$ cat src/clkcfg_pkg.sv
// constants shared by the clock and serial configuration bank
package clkcfg_pkg;
  // ****************************************************************
  // register indexes and byte addresses
  // ****************************************************************
  localparam logic [7:0] CLOCK_CONFIG_IDX = 8'h29;
  localparam logic [7:0] SERIAL_CONFIG_IDX = 8'h2a;
  localparam logic [7:0] SERIAL_LOCK_CTL_IDX = 8'h2b;
  localparam logic [9:0] CLOCK_CONFIG_ADDR = {CLOCK_CONFIG_IDX, 2'b00};
  localparam logic [9:0] SERIAL_CONFIG_ADDR = {SERIAL_CONFIG_IDX, 2'b00};
  localparam logic [9:0] SERIAL_LOCK_CTL_ADDR = {SERIAL_LOCK_CTL_IDX, 2'b00};

  // ****************************************************************
  // field positions
  // ****************************************************************
  localparam int CLK_LOCK_BIT = 7;
  localparam int CLK_SLOW_SEL_BIT = 6;
  localparam int CLK_FAST_OFF_BIT = 5;
  localparam int CLK_MULT_GOOD_BIT = 4;
  localparam int CLK_STRAP_BIT = 3;
  localparam int CLK_DIV_MSB = 2;
  localparam int SER_PULLUP_BIT = 7;
  localparam int SER_ADDR_MSB = 6;
  localparam int LCK_DOMAIN_BIT = 0;
  localparam int LCK_UNLOCK_BIT = 1;

  // ****************************************************************
  // reset values
  // ****************************************************************
  localparam logic [2:0] DIV_RESET_STRAP1 = 3'h0;
  localparam logic [2:0] DIV_RESET_STRAP0 = 3'h1;
  localparam logic [7:0] SERIAL_CONFIG_RESET = 8'h00;

  // ****************************************************************
  // bus answers
  // ****************************************************************
  localparam logic [1:0] RESP_OKAY = 2'h0;
  localparam logic [1:0] RESP_SLVERR = 2'h2;

  // ****************************************************************
  // timing
  // ****************************************************************
  localparam longint CLK_HZ = 40000000;
  localparam longint SLOW_FAST_HZ_X1000 = 32768000;
  localparam longint SLOW_ONE_HZ = 1;
  localparam int SLOW_32K_HALF_CYC =
    int'((CLK_HZ * 1000) / (2 * SLOW_FAST_HZ_X1000));
  localparam int SLOW_1HZ_HALF_CYC = int'(CLK_HZ / (2 * SLOW_ONE_HZ));
  localparam int SYNC_STAGES = 3;

  typedef enum logic [1:0] {
    SEL_NONE   = 2'b00,
    SEL_CLOCK  = 2'b01,
    SEL_SERIAL = 2'b10,
    SEL_LOCK   = 2'b11
  } reg_sel_type;
endpackage

$ cat src/fast_clk_if.sv
// control and output of the fast clock divider
`timescale 1ns/1ps
interface fast_clk_if;
  logic       off;
  logic [2:0] divisor;
  logic       pin;
  modport ctrl (output off, output divisor, input pin);
  modport gen (input off, input divisor, output pin);
endinterface

$ cat src/clock_serial_config.sv
// clock generator and serial slave configuration bank, AXI4-Lite slave
`timescale 1ns/1ps
module clock_serial_config #(
  parameter int ADDR_W         = 10,
  parameter bit HAS_SERIAL_BUS = 1'b1,
  parameter int SLOW_FAST_HALF = clkcfg_pkg::SLOW_32K_HALF_CYC,
  parameter int SLOW_ONE_HALF  = clkcfg_pkg::SLOW_1HZ_HALF_CYC
) (
  input  wire logic              aclk,
  input  wire logic              aresetn,
  input  wire logic              standby_reset_n,
  input  wire logic              battery_reset_n,
  input  wire logic              ext_clock_strap_pin,
  input  wire logic              multiplier_locked_pin,
  input  wire logic [ADDR_W-1:0] s_axi_awaddr,
  input  wire logic [2:0]        s_axi_awprot,
  input  wire logic              s_axi_awvalid,
  output logic                   s_axi_awready,
  input  wire logic [31:0]       s_axi_wdata,
  input  wire logic [3:0]        s_axi_wstrb,
  input  wire logic              s_axi_wvalid,
  output logic                   s_axi_wready,
  output logic [1:0]             s_axi_bresp,
  output logic                   s_axi_bvalid,
  input  wire logic              s_axi_bready,
  input  wire logic [ADDR_W-1:0] s_axi_araddr,
  input  wire logic [2:0]        s_axi_arprot,
  input  wire logic              s_axi_arvalid,
  output logic                   s_axi_arready,
  output logic [31:0]            s_axi_rdata,
  output logic [1:0]             s_axi_rresp,
  output logic                   s_axi_rvalid,
  input  wire logic              s_axi_rready,
  output logic                   slow_clock_out_pin,
  output logic                   fast_clock_out_pin,
  output logic                   fast_base_is_48m,
  output logic                   serial_pullup_enable,
  output logic [6:0]             serial_slave_addr
);
  import clkcfg_pkg::*;

  // ****************************************************************
  // elaboration checks
  // ****************************************************************
  generate
    if (ADDR_W < 10) begin : g_bad_addr
      $error("ADDR_W must reach the highest register address");
    end
    if (SLOW_FAST_HALF < 1 || SLOW_ONE_HALF < 1 ||
        SLOW_ONE_HALF > 33554431) begin : g_bad_slow
      $error("slow clock half periods out of range");
    end
  endgenerate

  // ****************************************************************
  // address decode
  // ****************************************************************
  function automatic reg_sel_type reg_sel(input logic [ADDR_W-1:0] a);
    if (a == ADDR_W'(CLOCK_CONFIG_ADDR))
      reg_sel = SEL_CLOCK;
    else if (a == ADDR_W'(SERIAL_CONFIG_ADDR))
      reg_sel = SEL_SERIAL;
    else if (a == ADDR_W'(SERIAL_LOCK_CTL_ADDR))
      reg_sel = SEL_LOCK;
    else
      reg_sel = SEL_NONE;
  endfunction

  // ****************************************************************
  // pin synchronisers
  // ****************************************************************
  logic [SYNC_STAGES-1:0] strap_sync_reg;
  logic [SYNC_STAGES-1:0] mult_sync_reg;
  logic                   strap_level_reg;
  logic                   mult_good_reg;

  // a change counts only once the last two stages agree
  always_ff @(posedge aclk) begin
    strap_sync_reg <= {strap_sync_reg[1:0], ext_clock_strap_pin};
    mult_sync_reg  <= {mult_sync_reg[1:0], multiplier_locked_pin};
    if (!standby_reset_n) begin
      mult_good_reg <= 1'b0;
    end else if (mult_sync_reg[1] == mult_sync_reg[2]) begin
      mult_good_reg <= mult_sync_reg[2];
    end
    if (strap_sync_reg[1] == strap_sync_reg[2]) begin
      strap_level_reg <= strap_sync_reg[2];
    end
  end

  // ****************************************************************
  // write channel
  // ****************************************************************
  logic              aw_have_reg;
  logic              w_have_reg;
  logic [ADDR_W-1:0] awaddr_reg;
  logic [7:0]        wdata_reg;
  logic              wlane0_reg;
  logic              bvalid_reg;
  logic [1:0]        bresp_reg;

  wire         aw_take  = s_axi_awvalid && !aw_have_reg;
  wire         w_take   = s_axi_wvalid && !w_have_reg;
  wire         wr_fire  = aw_have_reg && w_have_reg && !bvalid_reg;
  reg_sel_type wr_sel;
  assign wr_sel = reg_sel(awaddr_reg);
  wire         wr_byte  = wr_fire && wlane0_reg;
  wire         wr_clock = wr_byte && (wr_sel == SEL_CLOCK);
  wire         wr_ser   = wr_byte && (wr_sel == SEL_SERIAL);
  wire         wr_lock  = wr_byte && (wr_sel == SEL_LOCK);

  always_ff @(posedge aclk) begin
    if (!aresetn) begin
      aw_have_reg <= 1'b0;
      w_have_reg  <= 1'b0;
      awaddr_reg  <= '0;
      wdata_reg   <= 8'h00;
      wlane0_reg  <= 1'b0;
      bvalid_reg  <= 1'b0;
      bresp_reg   <= RESP_OKAY;
    end else begin
      if (aw_take) begin
        aw_have_reg <= 1'b1;
        awaddr_reg  <= s_axi_awaddr;
      end
      if (w_take) begin
        w_have_reg <= 1'b1;
        wdata_reg  <= s_axi_wdata[7:0];
        wlane0_reg <= s_axi_wstrb[0];
      end
      if (wr_fire) begin
        aw_have_reg <= 1'b0;
        w_have_reg  <= 1'b0;
        bvalid_reg  <= 1'b1;
        // locked or spent registers still answer okay
        bresp_reg   <= (wr_sel == SEL_NONE) ? RESP_SLVERR : RESP_OKAY;
      end else if (bvalid_reg && s_axi_bready) begin
        bvalid_reg <= 1'b0;
      end
    end
  end

  assign s_axi_awready = !aw_have_reg;
  assign s_axi_wready  = !w_have_reg;
  assign s_axi_bvalid  = bvalid_reg;
  assign s_axi_bresp   = bresp_reg;

  // ****************************************************************
  // clock generator configuration, standby well
  // ****************************************************************
  logic       lock_reg;
  logic       domain_reg;
  logic       slow_sel_reg;
  logic       fast_off_reg;
  logic [2:0] divisor_reg;
  logic       strap_reg;

  wire        clk_writable = wr_clock && !lock_reg;

  // strap caught by the clock while standby reset is held
  always_ff @(posedge aclk) begin
    if (!standby_reset_n) begin
      domain_reg   <= 1'b0;
      slow_sel_reg <= 1'b0;
      fast_off_reg <= 1'b0;
      strap_reg    <= strap_level_reg;
      divisor_reg  <= strap_level_reg ? DIV_RESET_STRAP1
                                      : DIV_RESET_STRAP0;
    end else begin
      if (wr_lock) begin
        domain_reg <= wdata_reg[LCK_DOMAIN_BIT];
      end
      if (clk_writable) begin
        slow_sel_reg <= wdata_reg[CLK_SLOW_SEL_BIT];
        fast_off_reg <= wdata_reg[CLK_FAST_OFF_BIT];
        divisor_reg  <= wdata_reg[CLK_DIV_MSB:0];
      end
    end
  end

  // main reset clears the lock only when the domain selects it
  wire lock_clear = !standby_reset_n ||
                    (!aresetn && !domain_reg);

  always_ff @(posedge aclk) begin
    if (lock_clear) begin
      lock_reg <= 1'b0;
    end else if (wr_lock && wdata_reg[LCK_UNLOCK_BIT]) begin
      lock_reg <= 1'b0;
    end else if (clk_writable && wdata_reg[CLK_LOCK_BIT]) begin
      lock_reg <= 1'b1;
    end
  end

  // ****************************************************************
  // serial slave configuration, battery well
  // ****************************************************************
  logic [7:0] serial_cfg_reg;
  logic       serial_done_reg;

  always_ff @(posedge aclk) begin
    if (!battery_reset_n) begin
      serial_cfg_reg  <= SERIAL_CONFIG_RESET;
      serial_done_reg <= 1'b0;
    end else if (wr_ser && !serial_done_reg && HAS_SERIAL_BUS) begin
      serial_cfg_reg  <= wdata_reg;
      serial_done_reg <= 1'b1;
    end
  end

  assign serial_pullup_enable = serial_cfg_reg[SER_PULLUP_BIT];
  assign serial_slave_addr    = serial_cfg_reg[SER_ADDR_MSB:0];

  // ****************************************************************
  // read channel
  // ****************************************************************
  logic        rvalid_reg;
  logic [7:0]  rdata_reg;
  logic [1:0]  rresp_reg;
  reg_sel_type rd_sel;
  assign rd_sel = reg_sel(s_axi_araddr);

  wire  [7:0] clock_view = {lock_reg, slow_sel_reg, fast_off_reg,
                            mult_good_reg, strap_reg, divisor_reg};
  wire  [7:0] lock_view  = {7'h00, domain_reg};
  wire  [7:0] rd_value   = (rd_sel == SEL_CLOCK)  ? clock_view :
                           (rd_sel == SEL_SERIAL) ? serial_cfg_reg :
                           (rd_sel == SEL_LOCK)   ? lock_view : 8'h00;
  wire        ar_take    = s_axi_arvalid && !rvalid_reg;

  always_ff @(posedge aclk) begin
    if (!aresetn) begin
      rvalid_reg <= 1'b0;
      rdata_reg  <= 8'h00;
      rresp_reg  <= RESP_OKAY;
    end else if (ar_take) begin
      rvalid_reg <= 1'b1;
      rdata_reg  <= rd_value;
      rresp_reg  <= (rd_sel == SEL_NONE) ? RESP_SLVERR : RESP_OKAY;
    end else if (rvalid_reg && s_axi_rready) begin
      rvalid_reg <= 1'b0;
    end
  end

  assign s_axi_arready = !rvalid_reg;
  assign s_axi_rvalid  = rvalid_reg;
  assign s_axi_rdata   = {24'h000000, rdata_reg};
  assign s_axi_rresp   = rresp_reg;

  // ****************************************************************
  // slow clock output
  // ****************************************************************
  logic [24:0] slow_count_reg;
  logic        slow_pin_reg;
  wire  [24:0] slow_half = slow_sel_reg ? 25'(SLOW_ONE_HALF)
                                        : 25'(SLOW_FAST_HALF);
  wire         slow_wrap = (slow_count_reg + 25'h1) >= slow_half;

  always_ff @(posedge aclk) begin
    if (!standby_reset_n) begin
      slow_count_reg <= 25'h0;
      slow_pin_reg   <= 1'b0;
    end else if (slow_wrap) begin
      slow_count_reg <= 25'h0;
      slow_pin_reg   <= !slow_pin_reg;
    end else begin
      slow_count_reg <= slow_count_reg + 25'h1;
    end
  end

  assign slow_clock_out_pin = slow_pin_reg;

  // ****************************************************************
  // fast clock output
  // ****************************************************************
  fast_clk_if fc ();

  assign fc.off     = fast_off_reg;
  assign fc.divisor = divisor_reg;

  // aclk stands in for the multiplier output; the strap names its rate
  fast_clk_divider u_fast_div (
    .aclk    (aclk),
    .aresetn (standby_reset_n),
    .fc      (fc.gen)
  );

  assign fast_clock_out_pin = fc.pin;
  assign fast_base_is_48m   = strap_reg;
endmodule

$ cat src/fast_clk_divider.sv
// programmable divider that makes the fast clock output
`timescale 1ns/1ps
module fast_clk_divider (
  input  wire logic aclk,
  input  wire logic aresetn,
  fast_clk_if.gen   fc
);
  import clkcfg_pkg::*;

  // ****************************************************************
  // divisor decode
  // ****************************************************************
  function automatic logic [4:0] div_ratio(input logic [2:0] code);
    unique case (code)
      3'h0: div_ratio = 5'h01;
      3'h1: div_ratio = 5'h02;
      3'h2: div_ratio = 5'h03;
      3'h3: div_ratio = 5'h04;
      3'h4: div_ratio = 5'h06;
      3'h5: div_ratio = 5'h08;
      3'h6: div_ratio = 5'h0c;
      3'h7: div_ratio = 5'h10;
    endcase
  endfunction

  logic [4:0] count_reg;
  logic       pin_reg;
  wire  [4:0] ratio     = div_ratio(fc.divisor);
  wire  [4:0] high_len  = 5'((ratio + 5'h01) >> 1);
  wire        last      = (count_reg + 5'h01) >= ratio;
  wire  [4:0] count_next = last ? 5'h00 : count_reg + 5'h01;

  // counter held at zero while disabled to save power
  always_ff @(posedge aclk) begin
    if (!aresetn || fc.off) begin
      count_reg <= 5'h00;
      pin_reg   <= 1'b0;
    end else begin
      count_reg <= count_next;
      pin_reg   <= count_next < high_len;
    end
  end

  assign fc.pin = pin_reg;
endmodule

$ cat config.mk
export PLATFORM = sky130hd
export DESIGN_NAME = clock_serial_config
export DESIGN_NICKNAME = d
export VERILOG_FILES = /design/src/clkcfg_pkg.sv /design/src/fast_clk_if.sv /design/src/clock_serial_config.sv /design/src/fast_clk_divider.sv
export SDC_FILE = /design/constraint.sdc
export NUM_CORES = 1
export LEC_CHECK = 0
export BUFFER_PORTS_ARGS = -buffer_cell sky130_fd_sc_hd__buf_2
export CORE_ASPECT_RATIO = 1.75
export CORE_MARGIN = 3
export CORE_UTILIZATION = 40
export CTS_CLUSTER_SIZE = 14
export DETAILED_ROUTE_END_ITERATION = 8
export HOLD_SLACK_MARGIN = 0.03
export MAX_ROUTING_LAYER = met4
export PLACE_DENSITY = 0.65
export SLEW_MARGIN = 20
export SYNTH_ARGS = -nofsm -noshare
export SYNTH_HDL_FRONTEND = slang
export SYNTH_SLANG_ARGS = --single-unit
$ cat constraint.sdc
create_clock -name aclk -period 3.03 [get_ports aclk]
set_input_delay 0 -clock aclk [delete_from_list [all_inputs] [get_ports aclk]]
set_output_delay 0 -clock aclk [all_outputs]
set_load 0.05 [all_outputs]
# Word level (Yosys, flattened, before mapping)
# Memories as Yosys holds them, arrays and structs flattened. A register that Yosys moved wholly into a read port is not among the register bits.
# Index checks and enable logic that the tools add are counted.
totals:
  romBits: 40
  elab_cells: 106
  input_bits: 73
  out_inout_bits: 52
  memories: 1
  ff_bits: 92
memory_table:
  columns: ["name", "words", "width", "rd", "rd_clocked_by_memory_dff", "wr", "line", "source"]
  rows:
  - ["(name not given)", 8, 5, 1, 1, 0, "fast_clk_divider.sv:14", "unique case (code)"]
op_classes:
  n_lt_le_gt_ge: 3
  muxes: 21
  eq_ne: 15
  n_reduce_logical: 35
  bitwise_logic: 2
  add_sub_neg: 3
ops:
  columns: ["cell", "n"]
  rows:
  - ["10-bit by 8-bit equality test with 1-bit output (second input constant)", 6]
  - ["25-bit by 1-bit adder with 25-bit output (second input constant)", 1]
  - ["25-bit greater-or-equal comparator", 1]
  - ["25-bit 2-to-1 mux", 1]
  - ["1-bit logical AND", 16]
  - ["2-bit 2-to-1 mux", 8]
  - ["8-bit 2-to-1 mux", 2]
  - ["5-bit by 1-bit adder with 5-bit output (second input constant)", 2]
  - ["1-bit zero test", 10]
  - ["3-bit 2-to-1 mux", 3]
  - ["2-bit equality test (second input constant)", 4]
  - ["1-bit 2-to-1 mux", 6]
  - ["2-bit OR reduction", 3]
  - ["5-bit greater-or-equal comparator", 1]
  - ["5-bit by 4-bit less-than comparator with 1-bit output", 1]
  - ["5-bit 2-to-1 mux", 1]
  - ["2-bit by 1-bit equality test with 1-bit output (second input constant)", 2]
  - ["2-bit zero test", 2]
  - ["2-bit nonzero test", 2]
  - ["1-bit equality test", 2]
  - ["1-bit logical OR", 2]
  - ["2-bit by 1-bit != test with 1-bit output (second input constant)", 1]
  - ["1-bit inverter", 2]

# Depth between registers and ports, before layout
# Gate-level depths: netlist of the first run.
logic_depth:
  depth_word: 10
  mapped_depth: 16
  mapped_depth_nobuf: 16

# Cells and area by module
# From an unflattened synthesis of the first run, not the netlist that was laid out.
unflattened:
  cells_unflattened: 518
  hier_area_um2: 4777.1
modules_own_cells:
  columns: ["mod", "seq_area_each_um2", "instances", "area_each_um2", "cells_per_inst"]
  rows:
  - ["clock_serial_config", 1731.7, 1, 4207.8, 453]
  - ["fast_clk_divider", 120.1, 1, 569.3, 65]

# Worst setup path before layout of the first run
# OpenSTA, ideal clock, no wires.
synth_timing:
  kind: "register to register"
  from: "reg divisor_reg[0] (netlist name)"
  to: "reg u_fast_div.pin_reg, in the netlist u_fast_div.fc.pin"
  t_required_ps: 2916
  path_slack_ps: -37
  arrival_ps: 2953
  stages_incl_launch_ff: 16
  setup_time_ps: 114
  n_path_buf: 0
  synth_period_minus_slack_ps: 3067
  path_cell_list: "edfxtp_1 inv_1 ha_1 mux2_2 inv_1 ha_1 a21o_1 a21oi_1 a22o_1 o21ai_0 a21oi_1 and2_1 ha_1 nand3_1 o21ai_0 a2111oi_0"
synth_rtl:
  columns: ["item", "line", "source"]
  rows:
  - ["to (signal assigned)", "fast_clk_divider.sv:40", "pin_reg <= count_next < high_len;"]
  - ["to (decl)", "fast_clk_divider.sv:27", "logic pin_reg;"]

# Worst setup path in the final report of the first run
layout_timing:
  from: "reg slow_count_reg[10]"
  to: "reg slow_pin_reg, in the netlist slow_clock_out_pin"
layout_via:
  elab_chain_len: 2
layout_rtl:
  columns: ["item", "line", "source"]
  rows:
  - ["from (decl)", "clock_serial_config.sv:253", "logic [24:0] slow_count_reg;"]
  - ["from (signal assigned)", "clock_serial_config.sv:267", "slow_count_reg <= slow_count_reg + 25'h1;"]
  - ["25-bit by 1-bit adder with 25-bit output", "clock_serial_config.sv:257", "wire slow_wrap = (slow_count_reg + 25'h1) >= slow_half;"]
  - ["25-bit greater-or-equal comparator", "clock_serial_config.sv:257", null]
  - ["to (signal assigned)", "clock_serial_config.sv:265", "slow_pin_reg <= !slow_pin_reg;"]
  - ["to (decl)", "clock_serial_config.sv:254", "logic slow_pin_reg;"]
# No other way between the ends.
# A chain may end at the register's enable or synchronous reset.

==> results.sh, run 1 <==
export IMPL_p_leak_uw=0.002817
export IMPL_whs_ps=168.3
export IMPL_synth_seq_cells=90
export IMPL_ctsRootBufferMaster="clkbuf_16"
export IMPL_cts_max_path_buffers=2
export IMPL_synth_area_leader_cell="dfxtp_1"
export IMPL_ant_nets=0
export IMPL_vias=4097
export IMPL_cts_tree="done"
export IMPL_avgRoutedWirePerCell_um=15.09
export IMPL_grt_max_degree=34
export IMPL_syn_avg_cell_area_sq_um=8.905
export IMPL_yosys_area_top_type_share=0.3739
export IMPL_core_sq_mm=0.01089
export IMPL_failed_checks="negative setup slack"
export IMPL_slew_violations=0
export IMPL_synth_area_leaders="dfxtp_1, ha_1, nand2_1, buf_4, a21boi_0"
export IMPL_path_max_fanout=3
export IMPL_cts_sinks=90
export IMPL_rsz0062_at_grt="true"
export IMPL_via_per_inst=5.077
export IMPL_rows=50
export IMPL_seq_area_frac_synth=0.4069
export IMPL_synthTopCellsByCount="dfxtp_1, nand2_1, nor2_1"
export IMPL_cp_arrival_ps=3320
export IMPL_synth_top_flop_cell="dfxtp_1"
export IMPL_crit_path_end_kind="register"
export IMPL_fin_ws_ps=-18.72
export IMPL_die_area_sq_mm=0.01274
export IMPL_antennaDiodeCount=0
export IMPL_critPathLaunchType="register"
export IMPL_hold_class="primary input to register"
export IMPL_synth_warnings=0
export IMPL_min_period_ps=3049
export IMPL_tightest_slew_ps=643.0
export IMPL_ir_worst_vdd_mv=0.3657
export IMPL_overflow=0
export IMPL_dieHeight_um=147.1
export IMPL_insertion_delay_ps=350
export IMPL_seqCellArea_sq_mm=0.001864
export IMPL_fin_tns_setup_ps=-19.64
export IMPL_grt_pass1_wl_um=18800
export IMPL_wl_um=12180
export IMPL_netlist_instances=511
export IMPL_synth_edf_count=5
export IMPL_drt_iter0_markers=151
export IMPL_start_util=0.4180
export IMPL_fin_crit_sh=1.006
export IMPL_dr_pass1_iters=4
export IMPL_drcViolationCount=0
export IMPL_nets=769
export IMPL_globalplace_congestion=0.8415
export IMPL_relSlewSlack=0.5704
export IMPL_critPathRequiredTime_ps=3310
export IMPL_synth_most_common_cell="dfxtp_1"
export IMPL_track_usage=0.1938
export IMPL_first_global_vias=4222
export IMPL_skew_ps=10.18
export IMPL_outcome="finished, violations left"
export IMPL_syn2layout_area_growth_pct=41.41
export IMPL_crit_type="register to register"
export IMPL_setup_viol=2
export IMPL_max_freq_mhz=328.0
export IMPL_hold_violations=0
export IMPL_die_w_um=86.63
export IMPL_drive_above_1_share=0.3501
export IMPL_pin_count=125
export IMPL_power_density_mw_per_mm2=511.2
export IMPL_fill_cells=934
export IMPL_drv_cap=0
export IMPL_largest_reg_flops=25
export IMPL_synthDistinctLibCells=60
export IMPL_io_buffers=65
export IMPL_cts_clk_slew_worst_paths_ps=70
export IMPL_cts_max_level=3
export IMPL_r2r_slack_ps=-20
export IMPL_multiInputGateArea_sq_mm=0.002872
export IMPL_antenna_found_initial=0
export IMPL_hpwl_um=8524
export IMPL_async_flop_share=0
export IMPL_post_place_ws_ps=-255.1
export IMPL_numCtsBuffers=9
export IMPL_syn_cell_area_sq_mm=0.004551
-- per-stage QoR --
| stage | util | std cells | cell area (sq um) | total power (uW) |
|---|---|---|---|---|
| CTS | 0.5601 | 800 | 6097 | 3123 |
| global route | 0.5911 | 807 | 6435 | 3445 |
| floorplan | - | 536 | 4644 | 1702 |
| detailed placement | 0.4795 | 738 | 5220 | 1847 |
| finish | 0.5911 | 807 | 6435 | 3289 |
| global placement | 0.4795 | 738 | 5220 | 1818 |
-- kinds of logic (layout without fill, tap and decap cells) --
| kind of cell | Yosys count | in the layout | synth area share |
|---|---|---|---|
| and+or+nand+nor | 221 | 222 | 0.2538 |
| AOI/OAI and AO/OA | 78 | 78 | 0.1180 |
| DFF | 90 | 90 | 0.4069 |
| muxes | 13 | 13 | 0.02915 |
| buffers and inverters | 56 | 196 | 0.07148 |
| xor gates and xnor gates | 28 | 28 | 0.05389 |
| other | 1 | 26 | 0.0008241 |
| adders and majority gates | 24 | 24 | 0.06599 |
-- where the power goes --
group	switching [uW]	internal, uW	total (uW)
combinational	465	381	846
sequential	33.7	1250	1280
clock	506	654	1160
total	1000	2290	3290
-- final timing paths --
kind,startpoint,to,depth (start not counted)
min reg2reg,mult_sync_reg[0]$_DFF_P_,mult_sync_reg[1]$_DFF_P_,0
max reg2reg,slow_count_reg[10]$_SDFF_PP0_,slow_clock_out_pin$_SDFFE_PN0P_,16
max,slow_count_reg[10]$_SDFF_PP0_,slow_clock_out_pin$_SDFFE_PN0P_,16
min,aresetn,s_axi_rresp[1]$_SDFFE_PN0P_,2
-- layout by cell type, fill, tap and decap left out, types with 4 or more instances in the layout --
cell,Yosys,final
dfxtp_1,85,75
nand2_1,69,67
buf_2,1,65
buf_4,26,63
nor2_1,41,30
dlygate4sd3_1,0,30
conb_1,1,26
nor2b_1,24,24
a21boi_0,21,21
ha_1,24,17
xnor2_1,18,14
a21oi_1,19,14
nand3_1,18,13
inv_1,15,11
mux2i_1,11,11
nor3_1,12,10
dfxtp_2,0,10
xor2_1,10,9
clkbuf_16,0,9
nor2_2,0,8
a22oi_1,8,8
ha_4,0,7
nand2b_1,6,6
o21ai_0,10,6
buf_6,2,6
and3_1,6,5
a21oi_2,0,5
nand4_1,5,5
nor2b_2,5,5
and2b_1,5,5
edfxtp_1,5,5
inv_2,0,4
xnor2_2,0,4
-- per-layer routing --
metal | track usage | up-vias | routed length [um]
li1 | - | 2037 | -
met5 | - | - | 0
met1 | 0.1701 | 1945 | 4347
met4 | 0.09438 | 0 | 320
met2 | 0.3769 | 90 | 7132
met3 | 0.03535 | 25 | 378
-- worst max-delay path: stages, from the launching register on --
cell and delay [ps]:
dfxtp_2 340, nand3_2 90, or2_4 280, nor3_4 200, nand3_2 130, nor2_4 120
xor2_2 100, ha_4 290, nand4_1 80, nor2_1 100, o21ai_1 70, a211o_1 260
nor4_2 280, o21ai_2 130, buf_6 150, a31o_2 230, a21oi_2 120
-- timing repair --
item / 4_1_cts / 5_1_grt
pin swaps: 14 / 42
resized for setup: 32 / 60
buffers inserted: 15 / 8
hold buffers: 30 / 0
setup endpoints to repair: 26 / 27
endpoints found under the hold margin: 36 / 0
gates cloned: 1 / 0
-- cell type report --
class	instances	share of cell area
multi-input cells	391	0.4462
clock buffers	9	0.03500
inverters	16	0.009333
clock inverters	7	0.01322
repair buffers	164	0.1812
well taps	130	0.02528
flip-flops and latches	90	0.2897
Power figures use the tool's default switching activity.
==> run 2: changes to the inputs <==
- ABC_AREA: not set -> 1
- PLACE_DENSITY: 0.65 -> 0.62
- clock period: 3.03 -> 3.2 ns (I/O delays scaled with it)
==> run 2 against run 1 <==
Effect of this change: sequential power fell by 3%; highest routed layer unchanged; register-to-register slack improved by 60 ps; largest power group unchanged; synthesized area rose by 9.2%; die area is 8.7% higher; the flow now finishes without violations; wire length increased by 4.5%; clock-buffer cell count did not move; clock skew is 3.4 ps lower; setup slack improved by 60 ps; largest cell class unchanged; design area down 3.5%; power decreased by 14%; maximum frequency shrank 3.5%; critical path type unchanged; first-iteration DRC count is 48% higher.
==> results.sh, run 2 <==
export IMPL_cts_max_path_buffers=2
export IMPL_outcome="finished, final reports clean"
export IMPL_antennaDiodeCount=0
export IMPL_dr_pass1_iters=4
export IMPL_max_freq_mhz=316.6
export IMPL_cts_clk_slew_worst_paths_ps=70
export IMPL_cts_sinks=90
export IMPL_fin_ws_ps=40.99
export IMPL_synthDistinctLibCells=43
export IMPL_syn_cell_area_sq_mm=0.004969
export IMPL_netlist_instances=676
export IMPL_p_total_uw=2826
export IMPL_synth_most_common_cell="inv_1"
export IMPL_whs_ps=165.6
export IMPL_slowest_delay_ps=370
export IMPL_post_place_ws_ps=54.67
export IMPL_hold_violations=0
export IMPL_synth_warnings=0
export IMPL_grt_pass1_wl_um=20870
export IMPL_largest_reg_flops=25
export IMPL_fill_cells=1187
export IMPL_m1WireLength_um=4711
export IMPL_wl_um=12720
export IMPL_ctsRootBufferMaster="clkbuf_16"
export IMPL_cts_tree="done"
export IMPL_met2_length_um=7271
export IMPL_globalplace_congestion=0.9049
export IMPL_drt_iter0_markers=223
export IMPL_cpMaxStageDelayCell="nor3_1"
export IMPL_rows=53
export IMPL_synthTopCellsByCount="inv_1, nor2_1, nand2_1"
export IMPL_nets=892
export IMPL_synth_edf_count=5
export IMPL_start_util=0.4117
export IMPL_synth_top_flop_cell="dfxtp_1"
export IMPL_rsz0062_at_grt="true"
export IMPL_overflow=0
export IMPL_synth_seq_cells=90
export IMPL_skew_ps=6.758
export IMPL_first_global_vias=4621
export IMPL_drv_cap=0
export IMPL_critPathRequiredTime_ps=3430
export IMPL_pin_count=125
export IMPL_setup_viol=0
export IMPL_min_period_ps=3159
export IMPL_relSlewSlack=0.5317
export IMPL_ir_worst_vdd_mv=0.3324
export IMPL_mostFrequentLayoutCells="inv_1, nor2_1, nand2_1"
export IMPL_multiInputGateArea_sq_mm=0.002595
export IMPL_seq_area_frac_synth=0.3727
export IMPL_fin_tns_setup_ps=0
export IMPL_die_area_sq_mm=0.01385
export IMPL_seqCellArea_sq_mm=0.001859
export IMPL_antenna_found_initial=0
export IMPL_tightest_slew_ps=696.0
export IMPL_ant_nets=0
export IMPL_track_usage=0.1896
export IMPL_drcViolationCount=0
export IMPL_hold_depth=2
export IMPL_fin_crit_sh=0.9872
export IMPL_avgRoutedWirePerCell_um=13.18
export IMPL_grt_max_degree=34
export IMPL_core_sq_mm=0.01207
export IMPL_hold_class="primary input to register"
export IMPL_yosys_area_top_type_share=0.3425
export IMPL_hpwl_um=9854
export IMPL_cp_arrival_ps=3390
export IMPL_vias=4582
export IMPL_syn2layout_area_growth_pct=24.93
export IMPL_final_common_cell="inv_1"
export IMPL_slew_violations=0
export IMPL_drive_above_1_share=0.2100
export IMPL_synth_area_leader_cell="dfxtp_1"
export IMPL_syn_avg_cell_area_sq_um=7.350
export IMPL_async_flop_share=0
export IMPL_dieHeight_um=153.4
export IMPL_crit_path_end_kind="register"
export IMPL_insertion_delay_ps=340
export IMPL_cp_cell_sequence="buf_4, inv_1, nor2_4, nand2_4, nor3_1, nand3_1, nor2_1, xnor2_1, inv_1, ha_1, nand3_1, nor2_1, nand3_1, nor2_1, nor2_2, nand2_4, clkbuf_16, nor2_2"
export IMPL_via_per_inst=4.748
export IMPL_path_max_fanout=6
export IMPL_top_layer="met4"
export IMPL_numCtsBuffers=9
export IMPL_route_met3_wl_um=427
export IMPL_utilization=0.5143
export IMPL_r2r_cells=18
export IMPL_die_w_um=90.25
export IMPL_crit_type="register to register"
export IMPL_p_leak_uw=0.002900
export IMPL_io_buffers=65
export IMPL_power_density_mw_per_mm2=455.2
export IMPL_synth_area_leaders="dfxtp_1, inv_1, nor2_1, nand2_1, ha_1"
export IMPL_cts_max_level=3
export IMPL_critPathLaunchType="register"
## run 2: cell count changes after synthesis, moves of 12 or more
cell      delta
nor2_1      +56
nor2_2      +19
inv_1       +92
nor2b_1     -24
nand2_1     +23
nor2_4      +12
o21ai_0     +33
a21boi_0    -20
nand3_1     +17
## run 2: critical path: cells and delay by family (launching register included)
family	cells	cell delay, ps
flip-flops	1	350
XOR/XNOR	1	210
adder cells (fa/ha/maj)	1	280
AND/OR/NAND/NOR	12	1770
buffers and inverters	4	450
## run 2: area by class of cell
cell class | count | share of cell area
clock buffers | 9 | 0.03628
multi-input cells | 464 | 0.4181
well taps | 165 | 0.03326
repair buffers | 119 | 0.1365
clock inverters | 7 | 0.009272
flip-flops and latches | 90 | 0.2995
inverters | 111 | 0.06712
## run 2: stage by stage
step                instance area, sq um  cells
floorplan                           5062    701
global placement                    5528    917
detailed placement                  5528    917
CTS                                 6091    961
global route                        6207    965
finish                              6207    965
## run 2: power by group
part | total [uW] | switching (uW) | internal, uW
clock network | 1020 | 482 | 541
logic | 564 | 366 | 199
registers | 1240 | 43.2 | 1200
total | 2830 | 890 | 1940
## run 2: kinds of logic after synthesis
family,Yosys count,synth area share
flip-flops,90,0.3727
buffers and inverters,147,0.1355
AND/OR/NAND/NOR,306,0.2944
XOR/XNOR,17,0.02997
adder cells (fa/ha/maj),24,0.06044
AO/OA/AOI/OAI,91,0.1063
other,1,0.0007548
## run 2: final timing paths
| path | startpoint | endpoint | slack (ps) |
|---|---|---|---|
| max | slow_count_reg[0]$_SDFF_PP0_ | slow_count_reg[9]$_SDFF_PP0_ | 40 |
| min | aresetn | s_axi_rvalid$_SDFFE_PN0P_ | 170 |
| max reg2reg | slow_count_reg[0]$_SDFF_PP0_ | slow_count_reg[9]$_SDFF_PP0_ | 40 |
| min reg2reg | strap_sync_reg[0]$_DFF_P_ | strap_sync_reg[1]$_DFF_P_ | 330 |
## run 2: repair_timing
| item | in CTS | in global routing |
|---|---|---|
| endpoints found under the hold margin | 36 | 0 |
| buffers inserted | 0 | 3 |
| gates resized for setup | 0 | 17 |
| hold buffers | 28 | 0 |
| setup endpoints to repair | 0 | 27 |
## run 2: metal layers
| layer | GRT usage | up-vias |
|---|---|---|
| li1 | - | 2344 |
| met4 | 0.07743 | 0 |
| met5 | - | - |
| met3 | 0.02166 | 23 |
| met2 | 0.3680 | 106 |
| met1 | 0.1877 | 2109 |
